`src/hdl/gateway_pkg.sv`:
```
package gateway_pkg;

    // =====================================================================
    // Object indices and subindices
    // =====================================================================
    localparam logic [15:0] IDX_RD_REQ = 16'h2040;
    localparam logic [15:0] IDX_WR_REQ = 16'h2050;
    localparam logic [15:0] IDX_COMMIT_RAM = 16'h2060;
    localparam logic [15:0] IDX_COMMIT_NV = 16'h2070;
    localparam logic [15:0] IDX_CFG_WIDE = 16'h2080;
    localparam logic [15:0] IDX_STAT_RAW = 16'h2100;
    localparam logic [15:0] IDX_STAT_FILT = 16'h2101;
    localparam logic [15:0] IDX_RD_RESULT = 16'h2140;
    localparam logic [15:0] IDX_WR_RESP = 16'h2150;
    localparam int NARROW_COUNT = 6;
    localparam logic [NARROW_COUNT-1:0][15:0] IDX_CFG_NARROW = {
        16'h3100, 16'h3000, 16'h20C0, 16'h20B0, 16'h20A0, 16'h2090};
    localparam int CFG_SLOTS = NARROW_COUNT + 2;

    localparam logic [7:0] SUB_COUNT = 8'h00;
    localparam logic [7:0] SUB_VALUE = 8'h01;
    localparam logic [7:0] SUB_LINK = 8'h02;
    localparam logic [7:0] SUB_FILT_VAL = 8'h03;
    localparam logic [7:0] SUB_FILT_TYPE = 8'h04;

    localparam logic [31:0] REQ_ENTRIES = 32'h0000_0001;
    localparam logic [31:0] CFG_ENTRIES = 32'h0000_0002;
    localparam logic [31:0] FILT_ENTRIES = 32'h0000_0004;

    // =====================================================================
    // Field layout and reset values
    // =====================================================================
    // Byte 1 is the least significant byte of the 32-bit object value.
    localparam int ADDR_MSB = 31;
    localparam int ADDR_LSB = 16;
    localparam int DATA_MSB = 15;
    localparam int DATA_LSB = 0;
    // The ASCII bytes s, a, v, e in byte order 1 to 4.
    localparam logic [31:0] SAVE_WORD = 32'h6576_6173;
    localparam logic [15:0] LINK_NONE = 16'hFFFF;
    localparam logic [15:0] FILT_SRC_ADDR = 16'h00FC;
    localparam logic [15:0] FILT_VAL_RESET = 16'h0000;
    localparam logic [15:0] FILT_TYPE_ANALOG = 16'h0000;
    localparam logic [15:0] FILT_TYPE_BITMASK = 16'h0001;
    localparam logic [15:0] STATUS_RESET = 16'h0000;

    // =====================================================================
    // Drive transaction codes, states and timing
    // =====================================================================
    typedef enum logic [1:0] {
        OP_READ = 2'h0,
        OP_WRITE = 2'h1,
        OP_COMMIT_RAM = 2'h2,
        OP_COMMIT_NV = 2'h3
    } drive_op_t;

    typedef enum logic [1:0] {
        ST_IDLE = 2'b01,
        ST_BUSY = 2'b10
    } xact_state_t;

    localparam int CLK_PERIOD_NS = 100;
    localparam int CYCLE_TIME_NS = 2000000;
    localparam int CYCLE_CLKS = CYCLE_TIME_NS / CLK_PERIOD_NS;

endpackage : gateway_pkg

```
`src/hdl/fieldbus_drive_register_gateway.sv`:
```
// Notes on behaviour
// - Fetched register content readable as read result.
// - Drive write response readable as write response.
// - Save to volatile commit activates in RAM.
// - Save to persistent commit also stores permanently.
// - One commit activates all earlier writes except input writes still awaiting the next tick.
// - Commit need depends on drive setting.
// - Wide input: two entries, value, two links.
// - Narrow inputs: value forwarded to linked register.
// - Link and filter writable only when pre-operational.
// - Raw status read-only, refreshed every 2 ms.
// - Filtered status: four entries, fixed source, filter.
// - Inputs processed on fixed 2 ms cycle.
`timescale 1ns/1ns
module fieldbus_drive_register_gateway #(
    parameter int unsigned CYCLE_CLKS = gateway_pkg::CYCLE_CLKS
) (
    input wire logic i_clk_sys,               // System clock, 10 MHz.
    input wire logic i_resetn,                // Synchronous reset, active low.
    input wire logic i_od_wr,                 // Object write strobe.
    input wire logic i_od_rd,                 // Object read strobe.
    input wire logic [15:0] i_od_index,       // Object index.
    input wire logic [7:0] i_od_sub,          // Object subindex.
    input wire logic [31:0] i_od_wdata,       // Object write value.
    output logic o_od_ack,                    // Access answered.
    output logic o_od_err,                    // Access refused.
    output logic [31:0] o_od_rdata,           // Object read value.
    input wire logic i_node_preop,            // Node is pre-operational.
    input wire logic i_drive_running,         // Drive is running.
    input wire logic i_commit_required,       // commit_behaviour_setting: commit needed.
    output logic o_drv_req,                   // Drive transaction request.
    output logic [1:0] o_drv_op,              // Drive transaction code.
    output logic [15:0] o_drv_addr,           // Drive register address.
    output logic [15:0] o_drv_wdata,          // Drive register write data.
    input wire logic i_drv_done,              // Drive transaction complete.
    input wire logic [15:0] i_drv_rdata,      // Drive read data or response.
    input wire logic [15:0] i_drv_status,     // Live drive status word.
    output logic [15:0] o_status_raw,         // Unfiltered status copy.
    output logic [15:0] o_status_filt,        // Filtered status copy.
    output logic o_param_unapplied            // Written parameters await commit.
);

    // =====================================================================
    // Cycle tick
    // =====================================================================
    logic tick;

    cycle_timer #(.PERIOD(CYCLE_CLKS)) u_cycle_timer (
        .i_clk_sys(i_clk_sys),
        .i_resetn(i_resetn),
        .o_tick(tick)
    );

    // =====================================================================
    // Object access decode
    // =====================================================================
    localparam int NC = gateway_pkg::NARROW_COUNT;
    localparam int NS = gateway_pkg::CFG_SLOTS;

    logic [31:0] rd_req_q, wr_req_q, commit_ram_q, commit_nv_q;
    logic [31:0] wide_val_q, wide_link_q;
    logic [15:0] nar_val_q [NC];
    logic [15:0] nar_link_q [NC];
    logic [15:0] filt_val_q, filt_type_q, rd_result_q, wr_resp_q;

    wire cfg_open = i_node_preop & ~i_drive_running;
    wire sub_cnt = i_od_sub == gateway_pkg::SUB_COUNT;
    wire sub_val = i_od_sub == gateway_pkg::SUB_VALUE;
    wire sub_lnk = i_od_sub == gateway_pkg::SUB_LINK;
    wire sub_fv = i_od_sub == gateway_pkg::SUB_FILT_VAL;
    wire sub_ft = i_od_sub == gateway_pkg::SUB_FILT_TYPE;
    wire is_rdreq = i_od_index == gateway_pkg::IDX_RD_REQ;
    wire is_wrreq = i_od_index == gateway_pkg::IDX_WR_REQ;
    wire is_cram = i_od_index == gateway_pkg::IDX_COMMIT_RAM;
    wire is_cnv = i_od_index == gateway_pkg::IDX_COMMIT_NV;
    wire is_wide = i_od_index == gateway_pkg::IDX_CFG_WIDE;
    wire is_raw = i_od_index == gateway_pkg::IDX_STAT_RAW;
    wire is_filt = i_od_index == gateway_pkg::IDX_STAT_FILT;
    wire is_rres = i_od_index == gateway_pkg::IDX_RD_RESULT;
    wire is_wres = i_od_index == gateway_pkg::IDX_WR_RESP;
    wire is_save = i_od_wdata == gateway_pkg::SAVE_WORD;

    wire w_rdreq = i_od_wr & is_rdreq & sub_val;
    wire w_wrreq = i_od_wr & is_wrreq & sub_val;
    wire w_cram = i_od_wr & is_cram & sub_cnt;
    wire w_cnv = i_od_wr & is_cnv & sub_cnt;
    wire w_wval = i_od_wr & is_wide & sub_val;
    wire w_wlnk = i_od_wr & is_wide & sub_lnk & cfg_open;
    wire w_fval = i_od_wr & is_filt & sub_fv & cfg_open;
    wire w_ftyp = i_od_wr & is_filt & sub_ft & cfg_open;

    logic [NC-1:0] nar_hit, w_nval, w_nlnk;
    logic [NS-1:0] slot_valid, slot_write;
    logic [15:0] slot_addr [NS];
    logic [15:0] slot_data [NS];

    // Slots 0 and 1 are the two halves of the wide object.
    assign slot_addr[0] = wide_link_q[gateway_pkg::DATA_MSB:gateway_pkg::DATA_LSB];
    assign slot_addr[1] = wide_link_q[gateway_pkg::ADDR_MSB:gateway_pkg::ADDR_LSB];
    assign slot_data[0] = wide_val_q[gateway_pkg::DATA_MSB:gateway_pkg::DATA_LSB];
    assign slot_data[1] = wide_val_q[gateway_pkg::ADDR_MSB:gateway_pkg::ADDR_LSB];
    assign slot_write[0] = w_wval;
    assign slot_write[1] = w_wval;

    genvar g;
    generate
        for (g = 0; g < NC; g++) begin : g_narrow
            assign nar_hit[g] = i_od_index == gateway_pkg::IDX_CFG_NARROW[g];
            assign w_nval[g] = i_od_wr & nar_hit[g] & sub_val;
            assign w_nlnk[g] = i_od_wr & nar_hit[g] & sub_lnk & cfg_open;
            assign slot_addr[g+2] = nar_link_q[g];
            assign slot_data[g+2] = nar_val_q[g];
            assign slot_write[g+2] = w_nval[g];
            always_ff @(posedge i_clk_sys) begin
                if (!i_resetn) begin
                    nar_val_q[g] <= '0;
                    nar_link_q[g] <= gateway_pkg::LINK_NONE;
                end else begin
                    if (w_nval[g]) begin
                        nar_val_q[g] <= i_od_wdata[gateway_pkg::DATA_MSB:gateway_pkg::DATA_LSB];
                    end
                    if (w_nlnk[g]) begin
                        nar_link_q[g] <= i_od_wdata[gateway_pkg::DATA_MSB:gateway_pkg::DATA_LSB];
                    end
                end
            end
        end
        for (g = 0; g < NS; g++) begin : g_slot
            assign slot_valid[g] = slot_addr[g] != gateway_pkg::LINK_NONE;
        end
    endgenerate

    // Narrow object read selection.
    logic [31:0] nar_rdata;
    logic nar_rok;
    always_comb begin
        nar_rdata = '0;
        nar_rok = 1'b0;
        for (int i = 0; i < NC; i++) begin
            if (nar_hit[i]) begin
                nar_rok = sub_cnt | sub_val | sub_lnk;
                nar_rdata = sub_cnt ? gateway_pkg::CFG_ENTRIES :
                            sub_val ? {16'h0000, nar_val_q[i]} : {16'h0000, nar_link_q[i]};
            end
        end
    end

    wire w_ok = w_rdreq | w_wrreq | w_cram | w_cnv | w_wval | w_wlnk | w_fval | w_ftyp
              | (|w_nval) | (|w_nlnk);
    wire req_obj = is_rdreq | is_wrreq;
    wire r_ok = (req_obj & (sub_cnt | sub_val)) | ((is_cram | is_cnv) & sub_cnt)
              | (is_wide & (sub_cnt | sub_val | sub_lnk)) | ((is_raw | is_rres | is_wres) & sub_cnt)
              | (is_filt & (sub_cnt | sub_val | sub_lnk | sub_fv | sub_ft)) | nar_rok;
    wire [31:0] filt_rdata = sub_cnt ? gateway_pkg::FILT_ENTRIES :
                             sub_val ? {16'h0000, o_status_filt} :
                             sub_lnk ? {16'h0000, gateway_pkg::FILT_SRC_ADDR} :
                             sub_fv ? {16'h0000, filt_val_q} : {16'h0000, filt_type_q};
    wire [31:0] rdata_d = (req_obj & sub_cnt) ? gateway_pkg::REQ_ENTRIES :
                          is_rdreq ? rd_req_q : is_wrreq ? wr_req_q :
                          is_cram ? commit_ram_q : is_cnv ? commit_nv_q :
                          is_wide ? (sub_cnt ? gateway_pkg::CFG_ENTRIES :
                                     sub_val ? wide_val_q : wide_link_q) :
                          is_raw ? {16'h0000, o_status_raw} :
                          is_filt ? filt_rdata :
                          is_rres ? {16'h0000, rd_result_q} :
                          is_wres ? {16'h0000, wr_resp_q} : nar_rdata;

    // =====================================================================
    // Object storage and access answer
    // =====================================================================
    always_ff @(posedge i_clk_sys) begin
        if (!i_resetn) begin
            rd_req_q <= '0;
            wr_req_q <= '0;
            commit_ram_q <= '0;
            commit_nv_q <= '0;
            wide_val_q <= '0;
            wide_link_q <= {gateway_pkg::LINK_NONE, gateway_pkg::LINK_NONE};
            filt_val_q <= gateway_pkg::FILT_VAL_RESET;
            filt_type_q <= gateway_pkg::FILT_TYPE_BITMASK;
            o_od_ack <= 1'b0;
            o_od_err <= 1'b0;
            o_od_rdata <= '0;
        end else begin
            if (w_rdreq) rd_req_q <= i_od_wdata;
            if (w_wrreq) wr_req_q <= i_od_wdata;
            if (w_cram) commit_ram_q <= i_od_wdata;
            if (w_cnv) commit_nv_q <= i_od_wdata;
            if (w_wval) wide_val_q <= i_od_wdata;
            if (w_wlnk) wide_link_q <= i_od_wdata;
            if (w_fval) filt_val_q <= i_od_wdata[gateway_pkg::DATA_MSB:gateway_pkg::DATA_LSB];
            if (w_ftyp) filt_type_q <= i_od_wdata[gateway_pkg::DATA_MSB:gateway_pkg::DATA_LSB];
            o_od_ack <= i_od_wr | i_od_rd;
            o_od_err <= (i_od_wr & ~w_ok) | (~i_od_wr & i_od_rd & ~r_ok);
            o_od_rdata <= (~i_od_wr & i_od_rd & r_ok) ? rdata_d : '0;
        end
    end

    // =====================================================================
    // Status copies
    // =====================================================================
    wire [15:0] diff = (i_drv_status >= o_status_filt) ? (i_drv_status - o_status_filt)
                                                       : (o_status_filt - i_drv_status);
    wire bit_change = |((i_drv_status ^ o_status_filt) & ~filt_val_q);
    wire passes = (filt_type_q == gateway_pkg::FILT_TYPE_ANALOG) ? (diff > filt_val_q)
                                                                 : bit_change;

    always_ff @(posedge i_clk_sys) begin
        if (!i_resetn) begin
            o_status_raw <= gateway_pkg::STATUS_RESET;
            o_status_filt <= gateway_pkg::STATUS_RESET;
        end else if (tick) begin
            o_status_raw <= i_drv_status;
            if (passes) o_status_filt <= i_drv_status;
        end
    end

    // =====================================================================
    // Pending work and drive transactions
    // =====================================================================
    gateway_pkg::xact_state_t state_q;
    gateway_pkg::drive_op_t cur_op_q;
    logic cur_host_q, rd_pend_q, wr_pend_q, cram_pend_q, cnv_pend_q;
    logic [NS-1:0] dirty_q, due_q;

    // Lowest ready slot with a valid link.
    logic [NS-1:0] live, pick;
    logic [15:0] pick_addr, pick_data;
    always_comb begin
        live = due_q & slot_valid;
        pick = '0;
        pick_addr = '0;
        pick_data = '0;
        for (int i = NS - 1; i >= 0; i--) begin
            if (live[i]) begin
                pick = '0;
                pick[i] = 1'b1;
                pick_addr = slot_addr[i];
                pick_data = slot_data[i];
            end
        end
    end

    wire idle = state_q == gateway_pkg::ST_IDLE;
    wire done = (state_q == gateway_pkg::ST_BUSY) & i_drv_done;
    wire go_rd = idle & rd_pend_q;
    wire go_wr = idle & ~rd_pend_q & wr_pend_q;
    wire go_cfg = idle & ~rd_pend_q & ~wr_pend_q & (|live);
    // Commits wait for pending host requests and due input slots, not for dirty slots still awaiting the tick.
    wire go_cram = idle & ~rd_pend_q & ~wr_pend_q & ~(|live) & cram_pend_q;
    wire go_cnv = idle & ~rd_pend_q & ~wr_pend_q & ~(|live) & ~cram_pend_q
                & cnv_pend_q;
    wire go = go_rd | go_wr | go_cfg | go_cram | go_cnv;

    always_ff @(posedge i_clk_sys) begin
        if (!i_resetn) begin
            rd_pend_q <= 1'b0;
            wr_pend_q <= 1'b0;
            cram_pend_q <= 1'b0;
            cnv_pend_q <= 1'b0;
            dirty_q <= '0;
            due_q <= '0;
        end else begin
            rd_pend_q <= w_rdreq | (rd_pend_q & ~go_rd);
            wr_pend_q <= w_wrreq | (wr_pend_q & ~go_wr);
            cram_pend_q <= (w_cram & is_save) | (cram_pend_q & ~go_cram);
            cnv_pend_q <= (w_cnv & is_save) | (cnv_pend_q & ~go_cnv);
            dirty_q <= slot_write | (dirty_q & ~{NS{tick}});
            due_q <= (tick ? dirty_q : '0) | (due_q & slot_valid & ~(go_cfg ? pick : '0));
        end
    end

    always_ff @(posedge i_clk_sys) begin
        if (!i_resetn) begin
            state_q <= gateway_pkg::ST_IDLE;
            cur_op_q <= gateway_pkg::OP_READ;
            cur_host_q <= 1'b0;
            o_drv_req <= 1'b0;
            o_drv_op <= gateway_pkg::OP_READ;
            o_drv_addr <= '0;
            o_drv_wdata <= '0;
            rd_result_q <= '0;
            wr_resp_q <= '0;
            o_param_unapplied <= 1'b0;
        end else begin
            case (state_q)
                gateway_pkg::ST_IDLE: begin
                    if (go) begin
                        state_q <= gateway_pkg::ST_BUSY;
                        o_drv_req <= 1'b1;
                        cur_host_q <= go_rd | go_wr;
                        cur_op_q <= go_rd ? gateway_pkg::OP_READ :
                                    go_cram ? gateway_pkg::OP_COMMIT_RAM :
                                    go_cnv ? gateway_pkg::OP_COMMIT_NV : gateway_pkg::OP_WRITE;
                        o_drv_op <= go_rd ? gateway_pkg::OP_READ :
                                    go_cram ? gateway_pkg::OP_COMMIT_RAM :
                                    go_cnv ? gateway_pkg::OP_COMMIT_NV : gateway_pkg::OP_WRITE;
                        o_drv_addr <= go_rd ? rd_req_q[gateway_pkg::ADDR_MSB:gateway_pkg::ADDR_LSB] :
                                      go_wr ? wr_req_q[gateway_pkg::ADDR_MSB:gateway_pkg::ADDR_LSB] :
                                      go_cfg ? pick_addr : '0;
                        o_drv_wdata <= go_wr ? wr_req_q[gateway_pkg::DATA_MSB:gateway_pkg::DATA_LSB] :
                                       go_cfg ? pick_data : '0;
                    end
                end
                gateway_pkg::ST_BUSY: begin
                    if (done) begin
                        state_q <= gateway_pkg::ST_IDLE;
                        o_drv_req <= 1'b0;
                        if (cur_host_q && cur_op_q == gateway_pkg::OP_READ) begin
                            rd_result_q <= i_drv_rdata;
                        end
                        if (cur_host_q && cur_op_q == gateway_pkg::OP_WRITE) begin
                            wr_resp_q <= i_drv_rdata;
                        end
                        if (cur_op_q == gateway_pkg::OP_WRITE && i_commit_required) begin
                            o_param_unapplied <= 1'b1;
                        end else if (cur_op_q == gateway_pkg::OP_COMMIT_RAM
                                     || cur_op_q == gateway_pkg::OP_COMMIT_NV) begin
                            o_param_unapplied <= 1'b0;
                        end
                    end
                end
                default: begin
                    state_q <= gateway_pkg::ST_IDLE;
                    o_drv_req <= 1'b0;
                end
            endcase
        end
    end

endmodule : fieldbus_drive_register_gateway

```
`src/hdl/cycle_timer.sv`:
```
`timescale 1ns/1ns
module cycle_timer #(
    parameter int unsigned PERIOD = 20000
) (
    input wire logic i_clk_sys,  // System clock.
    input wire logic i_resetn,   // Synchronous reset, active low.
    output logic o_tick          // One-cycle pulse once per period.
);

    localparam int unsigned W = $clog2(PERIOD) + 1;
    localparam logic [W-1:0] LAST = W'(PERIOD - 1);

    logic [W-1:0] count_q;

    always_ff @(posedge i_clk_sys) begin
        if (!i_resetn) begin
            count_q <= '0;
            o_tick <= 1'b0;
        end else if (count_q == LAST) begin
            count_q <= '0;
            o_tick <= 1'b1;
        end else begin
            count_q <= count_q + W'(1);
            o_tick <= 1'b0;
        end
    end

endmodule : cycle_timer

```
`config.mk`:
```
export PLATFORM = sky130hd
export DESIGN_NAME = fieldbus_drive_register_gateway
export DESIGN_NICKNAME = d
export VERILOG_FILES = /design/src/hdl/gateway_pkg.sv /design/src/hdl/fieldbus_drive_register_gateway.sv /design/src/hdl/cycle_timer.sv
export SDC_FILE = /design/constraint.sdc
export NUM_CORES = 1
export LEC_CHECK = 0
export ABC_CLOCK_PERIOD_IN_PS = 5030
export BUFFER_PORTS_ARGS = -buffer_cell sky130_fd_sc_hd__buf_2
export CORE_MARGIN = 3
export CORE_UTILIZATION = 50
export CTS_CLUSTER_DIAMETER = 40
export CTS_CLUSTER_SIZE = 8
export DETAILED_ROUTE_END_ITERATION = 10
export PLACE_DENSITY_LB_ADDON = 0.1
export RECOVER_POWER = 25
export SYNTH_ARGS = -nofsm -noshare
export SYNTH_HDL_FRONTEND = slang
export SYNTH_SLANG_ARGS = --single-unit
```
`constraint.sdc`:
```
create_clock -name i_clk_sys -period 5.03 [get_ports i_clk_sys]
set_input_delay 0.503 -clock i_clk_sys [delete_from_list [all_inputs] [get_ports i_clk_sys]]
set_output_delay 0.503 -clock i_clk_sys [all_outputs]
set_load 0.005 [all_outputs]
```
==> impl_metrics.prom, run 1 <==
# TYPE chip_impl_metric gauge
chip_impl_metric{name="clock_path_buffers",unit=""} 3
chip_impl_metric{name="worst_slew_margin_rel",unit="%"} -123
chip_impl_metric{name="synth-seq-area-share",unit="%"} 45.7
chip_impl_metric{name="synth.net_count",unit=""} 3676
chip_impl_metric{name="fin_tns_setup",unit="ns"} 0
chip_impl_metric{name="final_min_period_over_clock_period",unit="%"} 93.7
chip_impl_info{name="run_status",value="finished with violations"} 1
chip_impl_metric{name="drive_above_1_share",unit="%"} 13.0
chip_impl_info{name="worstSetupStartpointType",value="register"} 1
chip_impl_metric{name="arrival",unit="ns"} 5.24
chip_impl_info{name="netlist_top_cells_count",value="sky130_fd_sc_hd__nand2_1, sky130_fd_sc_hd__dfxtp_1, sky130_fd_sc_hd__a21oi_1"} 1
chip_impl_info{name="synth_area_leader_cell",value="sky130_fd_sc_hd__dfxtp_1"} 1
chip_impl_metric{name="antenna_found_initial",unit=""} 10
chip_impl_metric{name="cts_max_level",unit=""} 3
chip_impl_metric{name="grt_remaining_overflow",unit=""} 0
chip_impl_metric{name="syn_inst",unit=""} 3529
chip_impl_metric{name="dp_hpwl",unit="um"} 95400
chip_impl_metric{name="timing.critical_path.required",unit="ns"} 5.55
chip_impl_metric{name="synth_warnings",unit=""} 0
chip_impl_metric{name="swShare",unit="%"} 23.8
chip_impl_metric{name="synth-seq-cells",unit=""} 589
chip_impl_metric{name="tightest_slew",unit="ns"} 3.35
chip_impl_metric{name="n_fill_cell",unit=""} 5205
chip_impl_metric{name="die_x",unit="um"} 251
chip_impl_metric{name="max_freq",unit="MHz"} 212
chip_impl_metric{name="ant_nets",unit=""} 0
chip_impl_metric{name="synth-async-reset-ratio",unit="%"} 0
chip_impl_metric{name="global_route.usage.total",unit="%"} 41.2
chip_impl_metric{name="floorplan.rows",unit=""} 89
chip_impl_metric{name="drt_pre_antenna_iters",unit=""} 8
chip_impl_metric{name="min_period",unit="ns"} 4.71
chip_impl_info{name="crit_path_frequent_cell",value="sky130_fd_sc_hd__buf_4"} 1
chip_impl_metric{name="p_comb_share",unit="%"} 4.9
chip_impl_metric{name="drc",unit=""} 0
chip_impl_metric{name="max_stage_delay",unit="ns"} 0.43
chip_impl_metric{name="maximum_clock_skew_at_final_layout",unit="ns"} 0.0338
chip_impl_metric{name="seqPwrFrac",unit="%"} 41.3
chip_impl_metric{name="route.detailed.wl_per_inst",unit="um"} 29.7
chip_impl_metric{name="cts.hold.buffers_added",unit=""} 0
chip_impl_info{name="violated_checks",value="capacitance limit, slew limit"} 1
chip_impl_metric{name="grt_first_pass_wirelength",unit="um"} 192000
chip_impl_metric{name="maximum_number_of_pins_on_one_net_before_global_route_repair",unit=""} 110
chip_impl_metric{name="num_vias",unit=""} 30000
chip_impl_info{name="cts_tree",value="built"} 1
chip_impl_metric{name="floorplan.die_area",unit="sq um"} 63000
chip_impl_metric{name="finalCoreUtilization",unit="%"} 59.4
chip_impl_metric{name="avgSynthCellArea",unit="sq um"} 8.51
chip_impl_info{name="cp_slowest_cell",value="sky130_fd_sc_hd__a2111oi_4"} 1
chip_impl_metric{name="clockPowerShare",unit="%"} 53.8
chip_impl_metric{name="clkTransAtPathRegs",unit="ns"} 0.05
chip_impl_metric{name="floorplan.initialDensity",unit="%"} 50.7
chip_impl_metric{name="clock_latency",unit="ns"} 0.68
chip_impl_metric{name="routed_via_density",unit=""} 6.64
chip_impl_metric{name="post-synth-top-area-fraction",unit="%"} 26.5
chip_impl_metric{name="power_density",unit="nW/um^2"} 349
chip_impl_metric{name="via_count_of_the_first_global_routing_pass",unit=""} 28100
chip_impl_metric{name="synth_edf_count",unit=""} 192
chip_impl_metric{name="core_region_area",unit="sq um"} 59200
chip_impl_metric{name="finalHoldViolations",unit=""} 0
chip_impl_metric{name="power_report.internal_total",unit="W"} 0.00936
chip_impl_metric{name="setup_viol",unit=""} 0
chip_impl_info{name="setup.worst_path.class",value="register to register"} 1
chip_impl_metric{name="drv_cap",unit=""} 4
chip_impl_metric{name="area_delta_synth_final",unit="%"} 17.2
chip_impl_info{name="min-delay-path-class",value="input port to register"} 1
chip_impl_metric{name="design.final.nets",unit=""} 3822
chip_impl_info{name="clock_tree.root_cell",value="sky130_fd_sc_hd__clkbuf_16"} 1
chip_impl_info{name="largest_cells_by_area_after_synthesis",value="sky130_fd_sc_hd__dfxtp_1, sky130_fd_sc_hd__edfxtp_1, sky130_fd_sc_hd__nand2_1"} 1
chip_impl_metric{name="power.total",unit="W"} 0.0123
chip_impl_metric{name="numClockSinks",unit=""} 589
chip_impl_metric{name="power_leakage",unit="nW"} 12.8
chip_impl_metric{name="wirelength",unit="um"} 134000
chip_impl_metric{name="io_pins",unit=""} 198
chip_impl_info{name="path_cells",value="ha_1 > inv_1 > fa_1 > a21o_1 > a21oi_2 > o21ai_2 > a2111oi_4 > o21ai_2 > a21oi_2 > buf_4 > buf_4 > buf_4 > mux2i_2 > xnor2_1 > ha_1 > o21ai_0 > nand2b_1 > a21oi_1 > o21ai_1 > a41oi_2 > nor4b_4 > buf_4 > buf_8 > o21ai_0"} 1
chip_impl_metric{name="cts_buffers",unit=""} 102
chip_impl_metric{name="port_buffers",unit=""} 197
chip_impl_metric{name="gp_congestion",unit=""} 1.04
chip_impl_metric{name="synth_cell_type_count",unit=""} 84
chip_impl_info{name="most_used_flip_flop_cell_after_synthesis",value="sky130_fd_sc_hd__dfxtp_1"} 1
chip_impl_metric{name="initialDrtViolationCount",unit=""} 4417
chip_impl_metric{name="finalMaxSlewViolations",unit=""} 176
chip_impl_info{name="post-synth-top-count-cell",value="sky130_fd_sc_hd__nand2_1"} 1
chip_impl_metric{name="peakVddDrop",unit="mV"} 0.275
chip_impl_metric{name="power.switching",unit="W"} 0.00293
chip_impl_metric{name="fin_worst_hold_slack",unit="ns"} 0.104
chip_impl_metric{name="crit_fanout",unit=""} 16
chip_impl_metric{name="dieHeight",unit="um"} 251
chip_impl_metric{name="synth.cell_area",unit="sq um"} 30000
chip_impl_info{name="end_kind",value="register"} 1
final timing paths:
path	from	to	slack [ns]	depth (start not counted)
hold reg to reg	o_drv_addr[6]$_SDFFE_PN0P_	o_drv_addr[6]$_SDFFE_PN0P_	0.45	2
setup reg to reg	o_status_filt[0]$_SDFFE_PN0P_	o_status_filt[2]$_SDFFE_PN0P_	0.32	24
setup / recovery	o_status_filt[0]$_SDFFE_PN0P_	o_status_filt[2]$_SDFFE_PN0P_	0.32	24
hold / removal	i_drv_rdata[6]	wr_resp_q[6]$_SDFFE_PN0P_	0.10	3
registers in the layout, indices dropped and copies added (netlist names), 2 cells and up:
signal	count
nar_link_q	96
nar_val_q	96
commit_nv_q	32
commit_ram_q	32
o_od_rdata	32
rd_req_q	32
wide_link_q	32
wide_val_q	32
wr_req_q	32
filt_type_q	16
filt_val_q	16
o_drv_addr	16
o_drv_wdata	16
o_status_filt	16
o_status_raw	16
rd_result_q	16
u_cycle_timer.count_q	16
wr_resp_q	16
dirty_q	8
due_q	8
cur_op_q	2
cell type report:
cell class              count  area, sq um  area share (%)
multi-input cells        2583        15100            42.8
flip-flops and latches    589        13700            39.0
clock buffers             141         2860            8.14
repair buffers            332         1930            5.49
well taps                 773          967            2.75
clock inverters            35          387            1.10
inverters                  67          259           0.736
diodes                      3         7.51          0.0213
critical path: cells and delay by family, from the launching register on:
family,cells,cell delay [ns]
buffers and inverters,6,0.88
AND/OR/NAND/NOR,2,0.43
adder cells (fa/ha/maj),3,0.82
multiplexers,1,0.22
XOR/XNOR,1,0.10
flip-flops,1,0.33
AO/OA/AOI/OAI,11,1.81
routing by layer:
layer	wire length [um]	track usage, %	vias to the layer above	part of all wire, %
met5	77	0	-	0.057
met4	9060	23.7	12	6.8
met3	18400	12.7	405	14
met2	54800	58.8	2246	41
met1	51800	55.5	14400	39
li1	-	-	12900	-
layout by cell type, fill, tap and decap left out, types with 19 or more instances in the layout:
| cell type | Yosys | final |
|---|---|---|
| sky130_fd_sc_hd__a211oi_1 | 30 | 30 |
| sky130_fd_sc_hd__a21o_1 | 38 | 38 |
| sky130_fd_sc_hd__a21oi_1 | 387 | 386 |
| sky130_fd_sc_hd__a221oi_1 | 36 | 36 |
| sky130_fd_sc_hd__a31oi_1 | 29 | 29 |
| sky130_fd_sc_hd__and2_1 | 112 | 112 |
| sky130_fd_sc_hd__buf_2 | 18 | 140 |
| sky130_fd_sc_hd__buf_4 | 6 | 123 |
| sky130_fd_sc_hd__clkbuf_1 | 247 | 91 |
| sky130_fd_sc_hd__clkbuf_16 | 0 | 106 |
| sky130_fd_sc_hd__dfxtp_1 | 397 | 397 |
| sky130_fd_sc_hd__edfxtp_1 | 192 | 192 |
| sky130_fd_sc_hd__ha_1 | 49 | 49 |
| sky130_fd_sc_hd__inv_1 | 66 | 65 |
| sky130_fd_sc_hd__mux2i_1 | 123 | 122 |
| sky130_fd_sc_hd__mux4_2 | 19 | 19 |
| sky130_fd_sc_hd__nand2_1 | 755 | 754 |
| sky130_fd_sc_hd__nand3_1 | 113 | 112 |
| sky130_fd_sc_hd__nand4_1 | 54 | 54 |
| sky130_fd_sc_hd__nor2_1 | 170 | 168 |
| sky130_fd_sc_hd__nor2b_1 | 24 | 24 |
| sky130_fd_sc_hd__nor3_1 | 40 | 36 |
| sky130_fd_sc_hd__o21ai_0 | 150 | 138 |
| sky130_fd_sc_hd__o21ai_1 | 21 | 30 |
| sky130_fd_sc_hd__o221ai_1 | 43 | 43 |
| sky130_fd_sc_hd__o22ai_1 | 67 | 67 |
| sky130_fd_sc_hd__or3_1 | 104 | 104 |
cells by family after synthesis:
kind of cell,share of synthesized area [%]
AOI/OAI and AO/OA,18.7
xor gates and xnor gates,0.729
adders and majority gates,2.17
buffers and inverters,4.69
DFF,45.7
muxes,5.71
and+or+nand+nor,22.3
repair_timing:
item | 4_1_cts | 5_1_grt
gates cloned | 0 | 1
pin swaps | 0 | 3
setup endpoints to repair | 16 | 16
gates resized for setup | 1 | 17
setup buffers | 0 | 1
metrics by stage:
step / area (sq um) / setup slack [ns] / cells
2_1_floorplan: 30000 / 0.0320 / 3529
3_3_place_gp: 32000 / -0.354 / 4342
3_5_place_dp: 32000 / -0.352 / 4342
6_report: 35200 / 0.319 / 4523
4_1_cts: 35200 / 0.0486 / 4518
5_1_grt: 35200 / -0.0115 / 4521
power groups by stage:
| stage | combinational (W) | sequential (W) | clock, W |
|---|---|---|---|
| 2_1_floorplan | 0.000303 | 0.00513 | 0 |
| 3_3_place_gp | 0.000563 | 0.00516 | 0 |
| 3_5_place_dp | 0.000569 | 0.00516 | 0 |
| 4_1_cts | 0.000571 | 0.00507 | 0.00662 |
| 5_1_grt | 0.000624 | 0.00508 | 0.00684 |
| 6_report | 0.000600 | 0.00508 | 0.00662 |
(Power assumes the default switching activity.)
==> run 2, diff against run 1 <==
--- a/config.mk
+++ b/config.mk
@@ -5,7 +5,6 @@
 export SDC_FILE = /design/constraint.sdc
 export NUM_CORES = 1
 export LEC_CHECK = 0
-export ABC_CLOCK_PERIOD_IN_PS = 5030
 export BUFFER_PORTS_ARGS = -buffer_cell sky130_fd_sc_hd__buf_2
 export CORE_MARGIN = 3
 export CORE_UTILIZATION = 50
==> constraint.sdc (replaced) <==
create_clock -name i_clk_sys -period 3.9 [get_ports i_clk_sys]
set_input_delay 0.39 -clock i_clk_sys [delete_from_list [all_inputs] [get_ports i_clk_sys]]
set_output_delay 0.39 -clock i_clk_sys [all_outputs]
set_load 0.005 [all_outputs]
==> run 2 against run 1 <==
Net effect:
- the run ends with capacitance limit, slew limit, setup timing left
- critical path depth is 1 higher
- power is 37% higher
- sequential cell count stayed put
- clock-buffer cell count is 3 higher
- sequential power is 29% higher
- setup slack worse by 1.0 ns
- final area is 6.3% higher
- register-to-register slack worse by 1.0 ns
- cell count is 4.9% higher
- combinational power is 44% higher
==> impl_metrics.prom, run 2 (synthesized netlist as in run 1, its figures left out) <==
# TYPE chip_impl_metric gauge
chip_impl_info{name="clock_tree.root_cell",value="sky130_fd_sc_hd__clkbuf_16"} 1
chip_impl_metric{name="port_buffers",unit=""} 197
chip_impl_metric{name="place_worst_setup_slack",unit="ns"} -1.25
chip_impl_metric{name="power_report.internal_total",unit="W"} 0.0129
chip_impl_info{name="layout_commonest_cell",value="sky130_fd_sc_hd__nand2_1"} 1
chip_impl_info{name="cp_top_family",value="compound AO/OA/AOI/OAI gates"} 1
chip_impl_metric{name="r2r_setup_slack",unit="ns"} -0.68
chip_impl_metric{name="initialDrtViolationCount",unit=""} 4567
chip_impl_metric{name="swShare",unit="%"} 23.7
chip_impl_info{name="layout_top_registers",value="nar_link_q (96), nar_val_q (96)"} 1
chip_impl_metric{name="clock_latency",unit="ns"} 0.69
chip_impl_metric{name="numClockSinks",unit=""} 589
chip_impl_metric{name="number_of_cells_after_detailed_placement",unit=""} 4536
chip_impl_metric{name="design.final.nets",unit=""} 4037
chip_impl_metric{name="max_freq",unit="MHz"} 218
chip_impl_metric{name="dp_hpwl",unit="um"} 98000
chip_impl_metric{name="drt_pre_antenna_iters",unit=""} 6
chip_impl_info{name="min-delay-path-class",value="input port to register"} 1
chip_impl_metric{name="die_x",unit="um"} 251
chip_impl_metric{name="hold-path-cell-count",unit=""} 3
chip_impl_info{name="end_kind",value="register"} 1
chip_impl_info{name="worst_flop_to_flop_path_endpoint",value="o_status_filt[11]$_SDFFE_PN0P_"} 1
chip_impl_metric{name="max_stage_delay",unit="ns"} 0.36
chip_impl_metric{name="setup_ws",unit="ns"} -0.685
chip_impl_metric{name="power_leakage",unit="nW"} 14.1
chip_impl_metric{name="ant_nets",unit=""} 0
chip_impl_metric{name="num_vias",unit=""} 30800
chip_impl_metric{name="finalMaxSlewViolations",unit=""} 125
chip_impl_metric{name="n_fill_cell",unit=""} 5115
chip_impl_metric{name="min_period",unit="ns"} 4.58
chip_impl_metric{name="p_comb_share",unit="%"} 5.1
chip_impl_metric{name="route.detailed.wl_per_inst",unit="um"} 29.0
chip_impl_metric{name="critical_path.n_buffers_inverters",unit=""} 4
chip_impl_metric{name="maximum_number_of_pins_on_one_net_before_global_route_repair",unit=""} 97
chip_impl_metric{name="antenna_found_initial",unit=""} 9
chip_impl_metric{name="grt_first_pass_wirelength",unit="um"} 197000
chip_impl_metric{name="cts_buffers",unit=""} 109
chip_impl_info{name="worstSetupStartpointType",value="register"} 1
chip_impl_metric{name="io_pins",unit=""} 198
chip_impl_metric{name="clockPowerShare",unit="%"} 56.1
chip_impl_metric{name="gp_congestion",unit=""} 1.04
chip_impl_info{name="crit_path_frequent_cell",value="sky130_fd_sc_hd__a21o_1"} 1
chip_impl_metric{name="dieHeight",unit="um"} 251
chip_impl_metric{name="area_of_the_multi_input_gates",unit="sq um"} 15100
chip_impl_metric{name="maximum_clock_skew_at_final_layout",unit="ns"} 0.0535
chip_impl_metric{name="drv_cap",unit=""} 5
chip_impl_info{name="violated_checks",value="capacitance limit, slew limit, setup timing"} 1
chip_impl_metric{name="floorplan.die_area",unit="sq um"} 63000
chip_impl_metric{name="timing.critical_path.required",unit="ns"} 4.41
chip_impl_metric{name="power_density",unit="nW/um^2"} 452
chip_impl_metric{name="seqPwrFrac",unit="%"} 38.8
chip_impl_info{name="whs_endpoint",value="rd_result_q[15]$_SDFFE_PN0P_"} 1
chip_impl_metric{name="power.switching",unit="W"} 0.00401
chip_impl_metric{name="cts_max_level",unit=""} 3
chip_impl_info{name="run_status",value="finished with violations"} 1
chip_impl_metric{name="clkTransAtPathRegs",unit="ns"} 0.05
chip_impl_metric{name="core_region_area",unit="sq um"} 59200
chip_impl_metric{name="peakVddDrop",unit="mV"} 0.366
chip_impl_metric{name="finalHoldViolations",unit=""} 0
chip_impl_metric{name="grt_remaining_overflow",unit=""} 0
chip_impl_metric{name="drive_above_1_share",unit="%"} 17.7
chip_impl_metric{name="drc",unit=""} 0
chip_impl_metric{name="crit_fanout",unit=""} 32
chip_impl_metric{name="area_delta_synth_final",unit="%"} 24.5
chip_impl_info{name="rsz0062_at_grt",value="true"} 1
chip_impl_metric{name="tightest_slew",unit="ns"} 2.82
chip_impl_metric{name="global_route.usage.total",unit="%"} 42.4
chip_impl_metric{name="clock_path_buffers",unit=""} 3
chip_impl_metric{name="wirelength",unit="um"} 138000
chip_impl_metric{name="finalNonFillerCells",unit=""} 4744
chip_impl_info{name="cts_tree",value="built"} 1
chip_impl_info{name="mostFrequentLayoutCells",value="sky130_fd_sc_hd__nand2_1, sky130_fd_sc_hd__dfxtp_1, sky130_fd_sc_hd__a21oi_1, sky130_fd_sc_hd__buf_4, sky130_fd_sc_hd__edfxtp_1"} 1
chip_impl_metric{name="timing.reg2reg.worst_path_depth",unit=""} 25
chip_impl_metric{name="fin_tns_setup",unit="ns"} -34.00
chip_impl_metric{name="arrival",unit="ns"} 5.09
chip_impl_metric{name="final_min_period_over_clock_period",unit="%"} 118
chip_impl_metric{name="worst_slew_margin_rel",unit="%"} -88.3
chip_impl_metric{name="setup_viol",unit=""} 175
chip_impl_metric{name="floorplan.rows",unit=""} 89
chip_impl_metric{name="routed_via_density",unit=""} 6.50
chip_impl_info{name="hold_path_startpoint",value="i_drv_rdata[15]"} 1
chip_impl_metric{name="floorplan.initialDensity",unit="%"} 50.7
chip_impl_info{name="setup.worst_path.class",value="register to register"} 1
chip_impl_info{name="worst_r2r_startpoint",value="o_status_filt[0]$_SDFFE_PN0P_"} 1
chip_impl_metric{name="register_area",unit="sq um"} 13700
chip_impl_info{name="cp_slowest_cell",value="sky130_fd_sc_hd__fa_2"} 1
chip_impl_metric{name="via_count_of_the_first_global_routing_pass",unit=""} 29100
## run 2: how the worst max path moves through the flow
| stage | from | endpoint | slack [ns] | depth (start not counted) |
|---|---|---|---|---|
| 2_1_floorplan | i_drv_status[0] | o_status_filt[10]$_SDFFE_PN0P_ | -0.40 | 23 |
| 3_3_place_gp | i_drv_status[0] | o_status_filt[12]$_SDFFE_PN0P_ | -1.26 | 26 |
| 3_5_place_dp | i_drv_status[0] | o_status_filt[12]$_SDFFE_PN0P_ | -1.25 | 26 |
| 4_1_cts | o_status_filt[0]$_SDFFE_PN0P_ | o_status_filt[12]$_SDFFE_PN0P_ | -0.68 | 24 |
| 5_1_grt | o_status_filt[0]$_SDFFE_PN0P_ | o_status_filt[11]$_SDFFE_PN0P_ | -0.91 | 25 |
| 6_report | o_status_filt[0]$_SDFFE_PN0P_ | o_status_filt[11]$_SDFFE_PN0P_ | -0.68 | 25 |
## run 2: cell type report
type,instances,area share (%)
Clock inverter,44,1.67
Tap cell,773,2.59
Sequential cell,589,36.7
Clock buffer,144,8.19
Inverter,67,0.719
Antenna cell,4,0.0268
Multi-Input combinational cell,2583,40.5
Timing Repair Buffer,540,9.66
## run 2: worst register-to-register path: stages (launching register included)
cell                        delay (ns)
sky130_fd_sc_hd__dfxtp_2          0.35
sky130_fd_sc_hd__ha_4             0.13
sky130_fd_sc_hd__inv_2            0.05
sky130_fd_sc_hd__fa_2             0.36
sky130_fd_sc_hd__a21o_1           0.18
sky130_fd_sc_hd__a21oi_2          0.19
sky130_fd_sc_hd__o21ai_2          0.12
sky130_fd_sc_hd__a2111oi_4        0.31
sky130_fd_sc_hd__buf_4            0.17
sky130_fd_sc_hd__o21ai_2          0.07
sky130_fd_sc_hd__a21oi_4          0.19
sky130_fd_sc_hd__buf_12           0.13
sky130_fd_sc_hd__a2111oi_1        0.05
sky130_fd_sc_hd__a31oi_1          0.17
sky130_fd_sc_hd__xor2_1           0.23
sky130_fd_sc_hd__ha_1             0.28
sky130_fd_sc_hd__a21o_1           0.17
sky130_fd_sc_hd__a21o_1           0.17
sky130_fd_sc_hd__a21o_1           0.19
sky130_fd_sc_hd__a21oi_2          0.14
sky130_fd_sc_hd__o21ai_2          0.08
sky130_fd_sc_hd__a41oi_2          0.21
sky130_fd_sc_hd__nor4b_4          0.09
sky130_fd_sc_hd__buf_12           0.19
sky130_fd_sc_hd__nand3_1          0.13
sky130_fd_sc_hd__o21ai_0          0.11
## run 2: through the flow
step	hold WS (ns)	utilization (%)	total power, W	area (sq um)
2_1_floorplan	0.426	-	0.00702	30100
3_3_place_gp	0.434	56.7	0.00746	33600
3_5_place_dp	0.434	56.7	0.00747	33600
4_1_cts	0.000292	63.3	0.0169	37500
5_1_grt	0.0196	63.1	0.0172	37400
6_report	0.0198	63.1	0.0169	37400
## run 2: power by group through the flow
stage	logic [W]	registers [W]	clock network, W
3_3_place_gp	0.000795	0.00667	0
3_5_place_dp	0.000803	0.00667	0
6_report	0.000862	0.00656	0.00947
2_1_floorplan	0.000401	0.00662	0
5_1_grt	0.000900	0.00656	0.00977
4_1_cts	0.000822	0.00655	0.00948
## run 2: per-layer routing
| layer | track usage (%) | part of all wire (%) |
|---|---|---|
| met5 | 0 | 0.036 |
| met4 | 26.7 | 7.6 |
| met3 | 12.1 | 14 |
| met2 | 60.8 | 41 |
| met1 | 56.5 | 38 |
## run 2: timing repair
action	CTS	global route
setup endpoints to repair	16	16
endpoints found under the hold margin	16	0
pin swaps	3	6
setup buffers	1	3
hold buffers	12	0
gates resized for setup	8	8
